### src/hw/refsel_pkg.sv
/*
  Package for the reference selection control block: register offsets,
  field positions, reset values and the status-pin source codes.
  Assumes a byte-wide register port addressed by the offsets below.
*/
package refsel_pkg;

  localparam int          ADDR_W = 10;
  localparam int          DATA_W = 8;

  // Register offsets
  localparam logic [9:0]  REF_SEL_CTRL_ADDR   = 10'h01C;
  localparam logic [9:0]  REF_MISC_CTRL_ADDR  = 10'h01D;
  localparam logic [9:0]  STATUS_SEL_ADDR     = 10'h017;
  localparam logic [9:0]  PLL_STATUS_ADDR     = 10'h01F;

  // Reference selection control fields
  localparam int          SEL_DEGLITCH_OFF_BIT = 7;
  localparam int          SEL_SECONDARY_BIT    = 6;
  localparam int          SEL_USE_PIN_BIT      = 5;
  localparam int          SEL_AUTO_BIT         = 4;
  localparam int          SEL_STAY_SEC_BIT     = 3;
  localparam int          SEL_SEC_PWR_BIT      = 2;
  localparam int          SEL_PRI_PWR_BIT      = 1;
  localparam int          SEL_DIFF_BIT         = 0;

  // Misc control fields
  localparam int          MISC_NVM_STATUS_BIT  = 7;
  localparam int          MISC_XTAL_AMP_BIT    = 6;
  localparam int          MISC_DOUBLER_BIT     = 5;
  localparam int          MISC_RDBK_OFF_BIT    = 4;

  // Status-pin selection field position in its register
  localparam int          STSEL_LSB            = 2;

  // Reset values
  localparam logic [7:0]  REF_SEL_CTRL_RST     = 8'h00;
  localparam logic [7:0]  REF_MISC_CTRL_RST    = 8'h80;
  localparam logic [7:0]  STATUS_SEL_RST       = 8'h00;

  // Deglitch: cycles the reference path is held still across a change
  localparam int          DEGLITCH_CYCLES      = 4;

  // Status-pin source codes handled here
  localparam logic [5:0]  STSEL_GROUND         = 6'h00;
  localparam logic [5:0]  STSEL_SEL_REF        = 6'h0C;
  localparam logic [5:0]  STSEL_LOCK_HI        = 6'h0D;
  localparam logic [5:0]  STSEL_HOLD_HI        = 6'h0E;
  localparam logic [5:0]  STSEL_SUPPLY         = 6'h10;
  localparam logic [5:0]  STSEL_SEL_REF_N      = 6'h1C;
  localparam logic [5:0]  STSEL_LOCK_LO        = 6'h1D;
  localparam logic [5:0]  STSEL_HOLD_LO        = 6'h1E;
  localparam logic [5:0]  STSEL_RESERVED       = 6'h1F;

  typedef struct packed {
    logic write;
    logic read;
    logic [9:0] addr;
    logic [7:0] wdata;
  } reg_req_s;

  typedef struct packed {
    logic primary_good;
    logic secondary_good;
    logic lock_detect;
    logic holdover_active;
    logic nvm_status;
  } pll_stat_s;

endpackage : refsel_pkg

### src/hw/ref_switch_fsm.sv
/*
  Reference switchover state machine with deglitch hold.
  Assumes status inputs are synchronous to the system clock.
*/
`timescale 1ns/1ns
module ref_switch_fsm
  import refsel_pkg::*;
(
  // Clock, reset and enable
  input  wire logic sys_clk_in,
  input  wire logic rstn_in,
  input  wire logic ce_in,
  // Control and reference status
  input  wire logic auto_in,
  input  wire logic stay_sec_in,
  input  wire logic manual_sec_in,
  input  wire logic deglitch_off_in,
  input  wire logic primary_good_in,
  input  wire logic secondary_good_in,
  // Result
  output logic      use_secondary_out,
  output logic      switching_out
);
  import refsel_pkg::*;

  typedef enum logic [1:0] {ST_PRI, ST_SEC} sel_e;

  sel_e                 state_q;
  logic [3:0]           hold_q;
  logic                 want_sec;
  logic                 cur_sec;

  always_comb
  begin
    cur_sec = (state_q == ST_SEC);
    want_sec = cur_sec;
    if (!auto_in)
      want_sec = manual_sec_in;
    else
      case (state_q)
        ST_PRI:  want_sec = !primary_good_in && secondary_good_in;
        ST_SEC:  want_sec = !(primary_good_in && !stay_sec_in); // RL6
        default: want_sec = 1'b0;
      endcase
  end

  always_ff @(posedge sys_clk_in or negedge rstn_in)
  begin
    if (!rstn_in)
    begin
      state_q <= ST_PRI;
      hold_q  <= 4'h0;
    end
    else if (ce_in)
    begin
      if (hold_q != 4'h0)
        hold_q <= hold_q - 4'h1;
      else if (want_sec != cur_sec)
      begin
        state_q <= want_sec ? ST_SEC : ST_PRI;
        if (!deglitch_off_in)
          hold_q <= 4'(DEGLITCH_CYCLES); // RL16
      end
    end
  end

  assign use_secondary_out = cur_sec;
  assign switching_out     = (hold_q != 4'h0);

endmodule : ref_switch_fsm

### src/hw/refsel_ctrl.sv
/*
  Reference selection control: registers at 0x017, reference_selection_control, reference_input_misc_control and 0x01F,
  reference choice, input power and mode, status-pin source.
  Assumes a synchronous byte-wide register port from the serial control
  port and status inputs synchronous to sys_clk_in.
*/
// Functional notes
// RL1: Upper status codes give lock detect or holdover active low; all-ones reserved.
// RL2: Manual register select: bit 6 one picks secondary, zero picks primary.
// RL3: Bit 5 chooses register bit or select pin for manual choice.
// RL4: Software clears differential mode before enabling automatic switchover.
// RL5: Automatic switchover powers both inputs, ignoring individual enables.
// RL6: Automatic mode reverts to primary when good unless stay-on-secondary set.
// RL7: Bits 2 and 1 power secondary and primary inputs, off by default.
// RL8: Bit 0 selects differential mode; zero is single-ended.
// RL9: Software clears both power enables when setting differential mode.
// RL10: Override bit zero: status pin follows selection field.
// RL11: Override bit one (default): status pin shows memory status.
// RL12: Bit 6 of misc register enables crystal amplifier.
// RL13: Bit 5 of misc register enables reference doubler.
// RL14: Bit 4 of misc register disables status readback.
// RL15: While readback disabled, status register stops updating.
// RL16: Bit 7 bypasses switchover deglitch; default keeps deglitch active.
`timescale 1ns/1ns
module refsel_ctrl
(
  // Clock, reset, enable
  input  wire logic                 sys_clk_in,
  input  wire logic                 rstn_in,
  input  wire logic                 ce_in,
  // Register port
  input  wire refsel_pkg::reg_req_s reg_req_in,
  output logic [7:0]                reg_rdata_out,
  output logic                      reg_rvalid_out,
  // Pins and analog status
  input  wire logic                 ref_sel_pin_in,
  input  wire refsel_pkg::pll_stat_s pll_stat_in,
  // Controls to analog and status pin
  output logic                      secondary_sel_out,
  output logic                      primary_pwr_out,
  output logic                      secondary_pwr_out,
  output logic                      diff_mode_out,
  output logic                      crystal_amp_en_out,
  output logic                      doubler_en_out,
  output logic                      ref_switching_out,
  output logic                      status_pin_out
);
  import refsel_pkg::*;

  logic [7:0]           sel_ctrl_q;
  logic [7:0]           misc_ctrl_q;
  logic [7:0]           stsel_q;
  logic [7:0]           pll_status_q;
  logic                 use_sec;
  logic                 switching;
  logic                 manual_sec;
  logic                 pin_d;
  logic [5:0]           code;

  function automatic logic hit(input reg_req_s r, input logic [9:0] a);
    hit = (r.addr == a);
  endfunction : hit

  // Register writes
  always_ff @(posedge sys_clk_in or negedge rstn_in)
  begin
    if (!rstn_in)
    begin
      sel_ctrl_q  <= REF_SEL_CTRL_RST;
      misc_ctrl_q <= REF_MISC_CTRL_RST;
      stsel_q     <= STATUS_SEL_RST;
    end
    else if (ce_in && reg_req_in.write)
    begin
      if (hit(reg_req_in, REF_SEL_CTRL_ADDR))
        sel_ctrl_q <= reg_req_in.wdata;
      if (hit(reg_req_in, REF_MISC_CTRL_ADDR))
        misc_ctrl_q <= reg_req_in.wdata;
      if (hit(reg_req_in, STATUS_SEL_ADDR))
        stsel_q <= reg_req_in.wdata;
    end
  end

  // Status snapshot
  always_ff @(posedge sys_clk_in or negedge rstn_in)
  begin
    if (!rstn_in)
      pll_status_q <= 8'h00;
    else if (ce_in && !misc_ctrl_q[MISC_RDBK_OFF_BIT]) // RL15
      pll_status_q <= {3'h0, pll_stat_in.primary_good, pll_stat_in.secondary_good,
                       pll_stat_in.lock_detect, pll_stat_in.holdover_active, use_sec};
  end

  // Register reads
  always_ff @(posedge sys_clk_in or negedge rstn_in)
  begin
    if (!rstn_in)
    begin
      reg_rdata_out  <= 8'h00;
      reg_rvalid_out <= 1'b0;
    end
    else if (ce_in)
    begin
      reg_rvalid_out <= reg_req_in.read;
      reg_rdata_out  <= 8'h00;
      if (reg_req_in.read)
      begin
        if (hit(reg_req_in, REF_SEL_CTRL_ADDR))
          reg_rdata_out <= sel_ctrl_q;
        else if (hit(reg_req_in, REF_MISC_CTRL_ADDR))
          reg_rdata_out <= misc_ctrl_q;
        else if (hit(reg_req_in, STATUS_SEL_ADDR))
          reg_rdata_out <= stsel_q;
        else if (hit(reg_req_in, PLL_STATUS_ADDR) && !misc_ctrl_q[MISC_RDBK_OFF_BIT])
          reg_rdata_out <= pll_status_q; // RL14
      end
    end
  end

  always_ff @(posedge sys_clk_in or negedge rstn_in)
  begin
    if (!rstn_in)
      pin_d <= 1'b0;
    else if (ce_in)
      pin_d <= ref_sel_pin_in;
  end

  always_comb
  begin
    if (sel_ctrl_q[SEL_USE_PIN_BIT])
      manual_sec = pin_d; // RL3
    else
      manual_sec = sel_ctrl_q[SEL_SECONDARY_BIT]; // RL2
  end

  ref_switch_fsm u_fsm
  (
    .sys_clk_in        (sys_clk_in),
    .rstn_in           (rstn_in),
    .ce_in             (ce_in),
    .auto_in           (sel_ctrl_q[SEL_AUTO_BIT]),
    .stay_sec_in       (sel_ctrl_q[SEL_STAY_SEC_BIT]),
    .manual_sec_in     (manual_sec),
    .deglitch_off_in   (sel_ctrl_q[SEL_DEGLITCH_OFF_BIT]),
    .primary_good_in   (pll_stat_in.primary_good),
    .secondary_good_in (pll_stat_in.secondary_good),
    .use_secondary_out (use_sec),
    .switching_out     (switching)
  );

  // Analog controls
  always_ff @(posedge sys_clk_in or negedge rstn_in)
  begin
    if (!rstn_in)
    begin
      secondary_sel_out  <= 1'b0;
      primary_pwr_out    <= 1'b0;
      secondary_pwr_out  <= 1'b0;
      diff_mode_out      <= 1'b0;
      crystal_amp_en_out <= 1'b0;
      doubler_en_out     <= 1'b0;
      ref_switching_out  <= 1'b0;
    end
    else if (ce_in)
    begin
      secondary_sel_out  <= use_sec;
      primary_pwr_out    <= sel_ctrl_q[SEL_AUTO_BIT] | sel_ctrl_q[SEL_PRI_PWR_BIT]; // RL5 RL7
      secondary_pwr_out  <= sel_ctrl_q[SEL_AUTO_BIT] | sel_ctrl_q[SEL_SEC_PWR_BIT]; // RL5 RL7
      diff_mode_out      <= sel_ctrl_q[SEL_DIFF_BIT]; // RL8
      crystal_amp_en_out <= misc_ctrl_q[MISC_XTAL_AMP_BIT]; // RL12
      doubler_en_out     <= misc_ctrl_q[MISC_DOUBLER_BIT]; // RL13
      ref_switching_out  <= switching;
    end
  end

  // Status pin source
  assign code = stsel_q[7:STSEL_LSB];

  always_ff @(posedge sys_clk_in or negedge rstn_in)
  begin
    if (!rstn_in)
      status_pin_out <= 1'b0;
    else if (ce_in)
    begin
      if (misc_ctrl_q[MISC_NVM_STATUS_BIT])
        status_pin_out <= pll_stat_in.nvm_status; // RL11
      else
        case (code) // RL10
          STSEL_SEL_REF:   status_pin_out <= use_sec;
          STSEL_LOCK_HI:   status_pin_out <= pll_stat_in.lock_detect;
          STSEL_HOLD_HI:   status_pin_out <= pll_stat_in.holdover_active;
          STSEL_SUPPLY:    status_pin_out <= 1'b1;
          STSEL_SEL_REF_N: status_pin_out <= !use_sec;
          STSEL_LOCK_LO:   status_pin_out <= !pll_stat_in.lock_detect; // RL1
          STSEL_HOLD_LO:   status_pin_out <= !pll_stat_in.holdover_active; // RL1
          STSEL_RESERVED:  status_pin_out <= 1'b0; // RL1
          default:         status_pin_out <= 1'b0;
        endcase
    end
  end

endmodule : refsel_ctrl

### config.mk
export PLATFORM = sky130hd
export DESIGN_NAME = refsel_ctrl
export DESIGN_NICKNAME = d
export VERILOG_FILES = /design/src/hw/refsel_pkg.sv /design/src/hw/ref_switch_fsm.sv /design/src/hw/refsel_ctrl.sv
export SDC_FILE = /design/constraint.sdc
export NUM_CORES = 1
export LEC_CHECK = 0
export BUFFER_PORTS_ARGS = -buffer_cell sky130_fd_sc_hd__buf_4
export CORE_MARGIN = 3
export CORE_UTILIZATION = 46
export DETAILED_ROUTE_END_ITERATION = 7
export GPL_TIMING_DRIVEN = 1
export HOLD_SLACK_MARGIN = 0.15
export PLACE_DENSITY = 0.68
export RECOVER_POWER = 50
export SLEW_MARGIN = 10
export SYNTH_ARGS = -nofsm -noshare
export SYNTH_HDL_FRONTEND = slang
export SYNTH_SLANG_ARGS = --single-unit
### constraint.sdc
create_clock -name sys_clk_in -period 1.59 [get_ports sys_clk_in]
set_input_delay 0 -clock sys_clk_in [delete_from_list [all_inputs] [get_ports sys_clk_in]]
set_output_delay 0 -clock sys_clk_in [all_outputs]
set_load 0.01 [all_outputs]
==> impl_results.md, run 1 <==
* Outcome: completed
* RSZ-0062 raised after global routing: no
* Part of the cycle the worst path needs at 95.1%
* Die Span X at 79.8 um
* Gpl congestion at 0.850
* Post-DRT Antenna Nets at 0
* Post-synthesis simple-gate area fraction at 13.0%
* Area share of the largest cell type after synthesis at 51.0%
* Clock Skew at 3.99 ps
* Adder-Cell Fraction of Synth Area at 0%
* Post-CTS Resized at 0
* Vias per Instance at 5.39
* Max Cap Viol at 0
* Final Routed Wirelength at 5640 um
* DR iter-0 viols at 145
* Mean area per synthesized cell at 11.7 um^2
* Post-Route Hold Slack at 169 ps
* Ports at 46
* Minimum clock period at 1510 ps
* Synth area leaders: dfrtp_1 (51%), mux2_2 (9.9%), mux2_4 (4.8%)
* Total power at 2.44 mW
* Buffer count from post-CTS setup fixing at 0
* Worst path buffer plus inverter count at 3
* Endpoints failing hold at 0
* Arrival @ worst endpoint at 1710 ps
* 1st-pass router iterations at 4
* HP Class: in2reg
* Routed len/inst at 15.9 um
* Area leader, netlist: dfrtp_1
* Port buffer count at 45
* CTS tree: done
* Worst rel slew slack at 14.1%
* Worst-margin pin slew at 1290 ps
* Post-synthesis mux area share at 16.7%
* Post-synthesis cell count at 214
* Clock Latency Late Sink at 300 ps
* Setup violators final at 0
* Yosys warnings at 0
* Clock Tree Buf Depth at 2
* Dominant synthesized flop cell: dfrtp_1
* Synth top cells by count: dfrtp_1 (51), mux2_2 (22), inv_1 (15), o21ai_0 (14)
* Async SR Flop Fraction at 100%
* Largest net degree at the start of global routing at 53
* Core area at 0.00517 mm^2
* Root Driver: clkbuf_8
* Num CTS Buffers at 5
* Synthesized area at 0.00250 mm^2
* Post-synth EDFFs at 0
* Site row count at 26
* Post-synthesis cell type count at 39
* Critical path peak fanout at 14
* CP most frequent cell: buf_4
* H-tree level count at 2
* Worst VDD drop at 0.417 mV
* Antenna violations before repair at 0
* Top-count cell post-synth: dfrtp_1
* Vias at 1908
* Hold buffers post-CTS at 19
* Drt drc at 0
* Critical Path Sink Type: flip-flop
* Height of the die at 79.8 um
* Final net count at 312
* Seq/Total Area, Yosys at 52.1%
* Layout cells sized above 1 at 31.7%
* Xor/xnor share of the synthesized area at 0.700%
* Critical path's top delay family: buffers and inverters
* Setup CP Type: in2reg
* DP Wirelength at 3880 um
* Synth Area in Compound Gates at 12.7%
* Vias in the first global route at 1915
* Initial Util at 48.4%
* Seq cells post-synth at 52
* Critical-path cell list: dlygate4sd3_1 > buf_4 > and2_1 > and4b_1 > buf_4 > mux2_4
* Clock slew at reported path FFs at 90 ps
* Max stage delay on crit path at 520 ps
* Fmax at 661 MHz
* Overflow after GRT at 0
* Pwr Density at 769 mW/mm^2
* Clk sink count at 52
* CP max-delay cell: dlygate4sd3_1
* Total negative slack at 0 ps
* Worst Setup Start Kind: primary input
* CP required at 1780 ps
* First-pass GRT wire length at 9450 um
* Antenna diodes at 0
* GR Util All Layers at 19.4%
* Area Growth Syn to Fin at 26.6%
* Syn_nets at 243
* Largest family of logic cells by synthesized area: multiplexers
* Pleak at 1.51 nW
* Die area at 0.00636 mm^2
* Pins Over Slew Limit at 0
-- layout by cell type (no fill, tap or decap), drive strengths merged --
cell / count
o21a: 2
a21oi: 8
nor2b: 10
clkbuf: 14
a21o: 1
o31a: 1
and2b: 1
mux2: 30
and3: 2
nor2: 12
nand2: 11
clkinv: 2
a22oi: 5
dfstp: 1
nand4bb: 1
o32ai: 8
or3: 1
dlygate4sd3: 19
mux2i: 5
nor3: 3
o21ai: 14
nand3: 1
a211oi: 8
dfrtp: 51
nor4: 1
inv: 15
xnor2: 2
and4b: 1
o41ai: 1
nand2b: 4
nand4b: 1
nand4: 1
nand3b: 2
buf: 44
and2: 1
-- through the flow --
stage | setup slack, ps | area [um^2] | std cells | util, %
after floorplan | 339 | 2500 | 214 | -
after global placement | 220 | 2910 | 327 | 56.3
after detailed placement | 200 | 2910 | 327 | 56.3
after CTS | 96.9 | 3200 | 354 | 61.8
after global routing | 0.631 | 3170 | 354 | 61.2
final | 78.2 | 3170 | 354 | 61.2
-- kinds of logic (layout without fill, tap and decap cells) --
group,after synthesis,count (layout)
and+or+nand+nor,53,53
muxes,35,35
AOI/OAI and AO/OA,48,48
DFF,52,52
buffers and inverters,24,94
xor gates and xnor gates,2,2
-- final cells by class --
| cell class | instances | area [um^2] |
|---|---|---|
| Multi-Input combinational cell | 138 | 1080 |
| Tap cell | 70 | 87.6 |
| Clock inverter | 2 | 10.0 |
| Timing Repair Buffer | 71 | 552 |
| Sequential cell | 52 | 1300 |
| Inverter | 15 | 56.3 |
| Clock buffer | 6 | 82.6 |
| Fill cell | 448 | 2000 |
-- metal layers --
metal,vias up,share of wire [%],global-route usage (%)
met5,-,0,0
met4,0,1.9,6.08
met3,11,6.5,3.84
met2,68,44,30.2
met1,928,47,27.4
li1,901,-,-
-- final timing paths --
check / from / to / slack (ps) / cells after the start
hold / removal: reg_req_in[11] / reg_rdata_out[0] / 170 / 3
hold reg to reg: u_fsm.hold_q[0] / u_fsm.hold_q[0] / 480 / 2
setup reg to reg: stsel_q[5] / status_pin_out / 150 / 4
max in group asynchronous: rstn_in / reg_rdata_out[1] / 310 / 2
min in group asynchronous: rstn_in / crystal_amp_en_out / 500 / 2
setup / recovery: ce_in / sel_ctrl_q[6] / 80 / 6
-- tightest hold or removal path: cells and delay by family --
family	cells	cell delay (ps)
buf+inv	1	150
compound gates	2	290
-- power by group --
group          internal, mW  switching (mW)  leakage (nW)  total, mW
Clock                 0.348           0.432        0.0510      0.780
Combinational         0.140           0.143         0.749      0.283
Sequential             1.35          0.0183         0.706       1.37
-- sequential cells by signal (all words and copies together) (netlist names), 4 cells and up --
signal / count
sel_ctrl_q: 8
u_fsm.hold_q: 4
stsel_q: 8
reg_rdata_out: 8
misc_ctrl_q: 8
pll_status_q: 5
Note: power is estimated with default switching activity, not from simulation.
==> run 2, diff against run 1 <==
--- a/config.mk
+++ b/config.mk
@@ -6,6 +6,7 @@
 export NUM_CORES = 1
 export LEC_CHECK = 0
 export BUFFER_PORTS_ARGS = -buffer_cell sky130_fd_sc_hd__buf_4
+export CORE_ASPECT_RATIO = 0.75
 export CORE_MARGIN = 3
 export CORE_UTILIZATION = 46
 export DETAILED_ROUTE_END_ITERATION = 7
==> constraint.sdc (replaced) <==
create_clock -name sys_clk_in -period 1.51 [get_ports sys_clk_in]
set_input_delay 0 -clock sys_clk_in [delete_from_list [all_inputs] [get_ports sys_clk_in]]
set_output_delay 0 -clock sys_clk_in [all_outputs]
set_load 0.02 [all_outputs]
==> run 2 against run 1 <==
Critical path depth is the same. Cell count grew 2.3%. Clock power grew 9.6%. Sequential power grew 5%. Clock skew shrank 1.5 ps. Power grew 7.3%. Via count shrank 0.68%. Hold slack lost 20 ps. Combinational power grew 11%. Die area grew 0.15%. Worst setup slack gained 6.9 ps. Sequential share of layout area shrank 0.81 points.
==> impl_results.md, run 2 (synthesis gave the netlist of run 1 again) <==
* Hold Path Stages at 3
* Root Driver: clkbuf_8
* Setup CP Type: in2reg
* R2r setup slk at 170 ps
* Port buffer count at 45
* Height of the die at 69.9 um
* Routed len/inst at 15.7 um
* Drt drc at 0
* Vias per Instance at 5.23
* Antenna violations before repair at 0
* GR Util All Layers at 19.1%
* Reg2Reg Depth at 4
* Clk sink count at 52
* Clock slew at reported path FFs at 90 ps
* Setup violators final at 0
* Fmax at 702 MHz
* Vias at 1895
* DP Wirelength at 4100 um
* Arrival @ worst endpoint at 1620 ps
* Fillcell total at 422
* RSZ-0062 raised after global routing: no
* Final Routed Wirelength at 5700 um
* DR iter-0 viols at 125
* Final net count at 318
* Site row count at 22
* Total negative slack at 0 ps
* Max Cap Viol at 0
* FF-to-FF End: status_pin_out
* Largest net degree at the start of global routing at 53
* Ports at 46
* Area Growth Syn to Fin at 29.2%
* Worst-margin pin slew at 644 ps
* Part of the cycle the worst path needs at 94.4%
* Worst rel slew slack at 57.1%
* Layout cells sized above 1 at 32.8%
* Hold Startpoint: reg_req_in[11]
* Clock Skew at 2.48 ps
* Clock Latency Late Sink at 300 ps
* HP Class: in2reg
* Register area at 0.00130 mm^2
* H-tree level count at 2
* Post-DRT Antenna Nets at 0
* Die area at 0.00637 mm^2
* Reg2reg start: stsel_q[2]
* Minimum clock period at 1420 ps
* Critical path peak fanout at 7
* CTS tree: done
* Critical Path Sink Type: flip-flop
* Post-Route Hold Slack at 149 ps
* Multi-input gate area at 0.00108 mm^2
* Initial Util at 49.4%
* Clock Tree Buf Depth at 2
* Antenna diodes at 0
* Most frequent cells in the layout: dfrtp_1 (51), buf_4 (50), mux2_2 (22)
* Vias in the first global route at 1895
* Pleak at 1.54 nW
* Num CTS Buffers at 5
* First-pass GRT wire length at 9670 um
* Pins Over Slew Limit at 0
* Endpoints failing hold at 0
* Overflow after GRT at 0
* CP startpoint: reg_req_in[9]
* Worst Setup Start Kind: primary input
* Outcome: completed
* CP required at 1700 ps
* Gpl congestion at 0.803
* Pwr Density at 809 mW/mm^2
* Die Span X at 91.2 um
* 1st-pass router iterations at 4
* Most common cell after layout, fill and taps aside: dfrtp_1
* Worst hold endpoint: reg_rdata_out[2]
* Core area at 0.00506 mm^2
* Worst VDD drop at 0.527 mV
## run 2: final cells by class
type                    instances  share of cell area [%]
repair buffers                 77                    18.7
multi-input cells             138                    33.3
well taps                      72                    2.79
inverters                      15                    1.74
flip-flops and latches         52                    40.3
clock buffers                   8                    3.10
## run 2: how the worst max path moves through the flow
stage	cells past startpoint	end	slack, ps
floorplan	4	status_pin_out	260
global placement	6	stsel_q[7]	160
detailed placement	5	reg_rdata_out[4]	110
CTS	6	sel_ctrl_q[5]	50
global route	7	stsel_q[3]	30
finish	6	sel_ctrl_q[5]	90
## run 2: report_power, final
| group | internal [mW] | total (mW) | switching, mW |
|---|---|---|---|
| clock | 0.419 | 0.855 | 0.436 |
| combinational | 0.151 | 0.313 | 0.163 |
| sequential | 1.43 | 1.44 | 0.0188 |
## run 2: repair_timing
action	in CTS	in global routing
setup endpoints to repair	0	5
resized for setup	0	0
hold endpoints to repair	93	0
setup buffers	0	2
hold buffers	18	0
## run 2: critical path, cell delays in order
cell and delay [ps]:
dlygate4sd3_1 540, buf_4 170, nor2b_4 180, and4b_1 250, buf_4 170, mux2_4 300
## run 2: through the flow
step           cell area, um^2  total power, mW  cells  util [%]  setup WS [ps]
2_1_floorplan             2500             1.60    214         -            259
3_3_place_gp              2970             1.75    334      58.6            157
3_5_place_dp              2970             1.75    334      58.6            112
4_1_cts                   3250             2.64    360      64.1           51.9
5_1_grt                   3230             2.74    362      63.8           30.5
6_report                  3230             2.61    362      63.8           85.1
## run 2: per-layer routing
layer / GRT usage [%] / wire, um
met1: 30.3 / 2940
met2: 26.8 / 2390
met3: 4.20 / 306
met4: 3.51 / 67
met5: 0 / 0
==> run 3, diff against run 2 <==
--- a/config.mk
+++ b/config.mk
@@ -14,7 +14,8 @@
 export HOLD_SLACK_MARGIN = 0.15
 export PLACE_DENSITY = 0.68
 export RECOVER_POWER = 50
-export SLEW_MARGIN = 10
+export SETUP_SLACK_MARGIN = 0.15
+export SLEW_MARGIN = 20
 export SYNTH_ARGS = -nofsm -noshare
 export SYNTH_HDL_FRONTEND = slang
 export SYNTH_SLANG_ARGS = --single-unit
==> run 3 against run 2 <==
Non-clock buffer count unchanged. Register-to-register slack about the same. Worst setup slack better by 81 ps. Clock skew up 0.81 ps. Sequential share of layout area down 0.63 points. Final area up 1.6%. Global-route usage up 0.28 points. Hold slack better by 9.5 ps. Wire length up 2.3%. Combinational power up 3%. Critical path type is now reg2reg. Largest power group unchanged. Highest routed layer unchanged.
==> impl_results.md, run 3 (synthesis gave the netlist of run 1 again) <==
* Overflow after GRT at 0
* Clock Latency Late Sink at 300 ps
* Vias at 1910
* 1st-pass router iterations at 4
* Final Routed Wirelength at 5830 um
* Worst Setup Start Kind: flip-flop
* Largest net degree at the start of global routing at 53
* Die Span X at 91.2 um
* Initial Util at 49.4%
* Pwr Density at 799 mW/mm^2
* Num CTS Buffers at 5
* Net Sw Frac at 23.7%
* CTS tree: done
* Place WS at 112 ps
* Area Growth Syn to Fin at 31.2%
* Most common cell after layout, fill and taps aside: buf_4
* First-pass GRT wire length at 9810 um
* Core area at 0.00506 mm^2
* Final net count at 318
* Antenna violations before repair at 0
* Critical Path Sink Type: flip-flop
* Vias per Instance at 5.28
* Clock slew at reported path FFs at 90 ps
* HP Class: in2reg
* Drt drc at 0
* Arrival @ worst endpoint at 1530 ps
* GR Util All Layers at 19.4%
* DR iter-0 viols at 112
* Clock Tree Buf Depth at 2
* H-tree level count at 2
* Clock power frac at 32.6%
* Root Driver: clkbuf_8
* Cell area after layout at 0.00328 mm^2
* Cells after DPL at 334
* Final worst slack at 166 ps
* RSZ-0062 raised after global routing: yes
* Total negative slack at 0 ps
* Combinational power share at 12.3%
* Critical path peak fanout at 6
* Height of the die at 69.9 um
* Fmax at 744 MHz
* Routed len/inst at 16.1 um
* Site row count at 22
* Clk sink count at 52
* Pleak at 1.56 nW
* Outcome: completed
* Setup CP Type: reg2reg
* Endpoints failing hold at 0
* Max Cap Viol at 0
* Part of the cycle the worst path needs at 89.0%
* Total power at 2.62 mW
* Ports at 46
* Vias in the first global route at 1909
* Die area at 0.00637 mm^2
* Buffer count from post-CTS setup fixing at 0
* Worst VDD drop at 0.528 mV
* Final Core Density at 64.8%
* Minimum clock period at 1340 ps
* Port buffer count at 45
* CP required at 1700 ps
* Gpl congestion at 0.803
* Most frequent cells in the layout: buf_4 (53), dfrtp_1 (51), mux2_2 (22)
* Clock Skew at 3.30 ps
* Worst-margin pin slew at 648 ps
* Antenna diodes at 0
* Worst rel slew slack at 56.8%
* Setup violators final at 0
* Post-DRT Antenna Nets at 0
* Layout cells sized above 1 at 35.5%
* Sequential Power Share at 55.1%
* Pins Over Slew Limit at 0
* Post-Route Hold Slack at 158 ps
* P_int at 2.00 mW
* Fin cells at 362
* Switching power at 0.623 mW
* DP Wirelength at 4100 um
* Area after DPL at 0.00297 mm^2
run 3: cell types whose count changed in the layout (fill, tap and decap cells not counted), sizes merged:
cell / previous run / this run
buf: 51 / 54
dlygate4sd3: 18 / 20
clkbuf: 16 / 11
run 3: path summary, 6_finish.rpt:
kind / startpoint / end / depth (start not counted) / slack, ps
setup / recovery: stsel_q[2] / status_pin_out / 4 / 170
hold / removal: reg_req_in[11] / reg_rdata_out[2] / 3 / 160
setup reg to reg: stsel_q[2] / status_pin_out / 4 / 170
hold reg to reg: ref_switching_out / ref_switching_out / 1 / 490
max in group asynchronous: rstn_in / reg_rdata_out[0] / 2 / 820
min in group asynchronous: rstn_in / secondary_sel_out / 2 / 260
run 3: final cells by class:
class	instances	area [um^2]
clock buffers	8	100
repair buffers	77	629
well taps	72	90.1
flip-flops and latches	52	1300
fillers	412	1780
multi-input cells	138	1100
inverters	15	56.3
run 3: power by group through the flow:
stage | Combinational (mW) | Sequential, mW | Clock (mW)
final | 0.323 | 1.45 | 0.855
after global routing | 0.354 | 1.45 | 0.943
after CTS | 0.324 | 1.45 | 0.878
after detailed placement | 0.280 | 1.47 | 0
after global placement | 0.277 | 1.47 | 0
after floorplan | 0.115 | 1.48 | 0
run 3: per-layer routing:
metal  global-route usage (%)  vias to the layer above  routed length (um)
met2                     27.2                       65                2490
met3                     4.20                        5                 342
met4                     3.51                        0                  56
met1                     30.8                      920                2940
li1                         -                      920                   -
met5                        0                        -                   0
run 3: worst max-delay path, stage by stage, from the launching register on:
cell and delay (ps):
dfrtp_1 440, or3_1 320, a21oi_1 150, a211oi_1 70, o41ai_1 260
run 3: timing repair:
item / CTS / global route
gates resized for setup: 0 / 7
hold endpoints to repair: 93 / 0
endpoints found under the setup margin: 0 / 6
hold buffers: 20 / 0
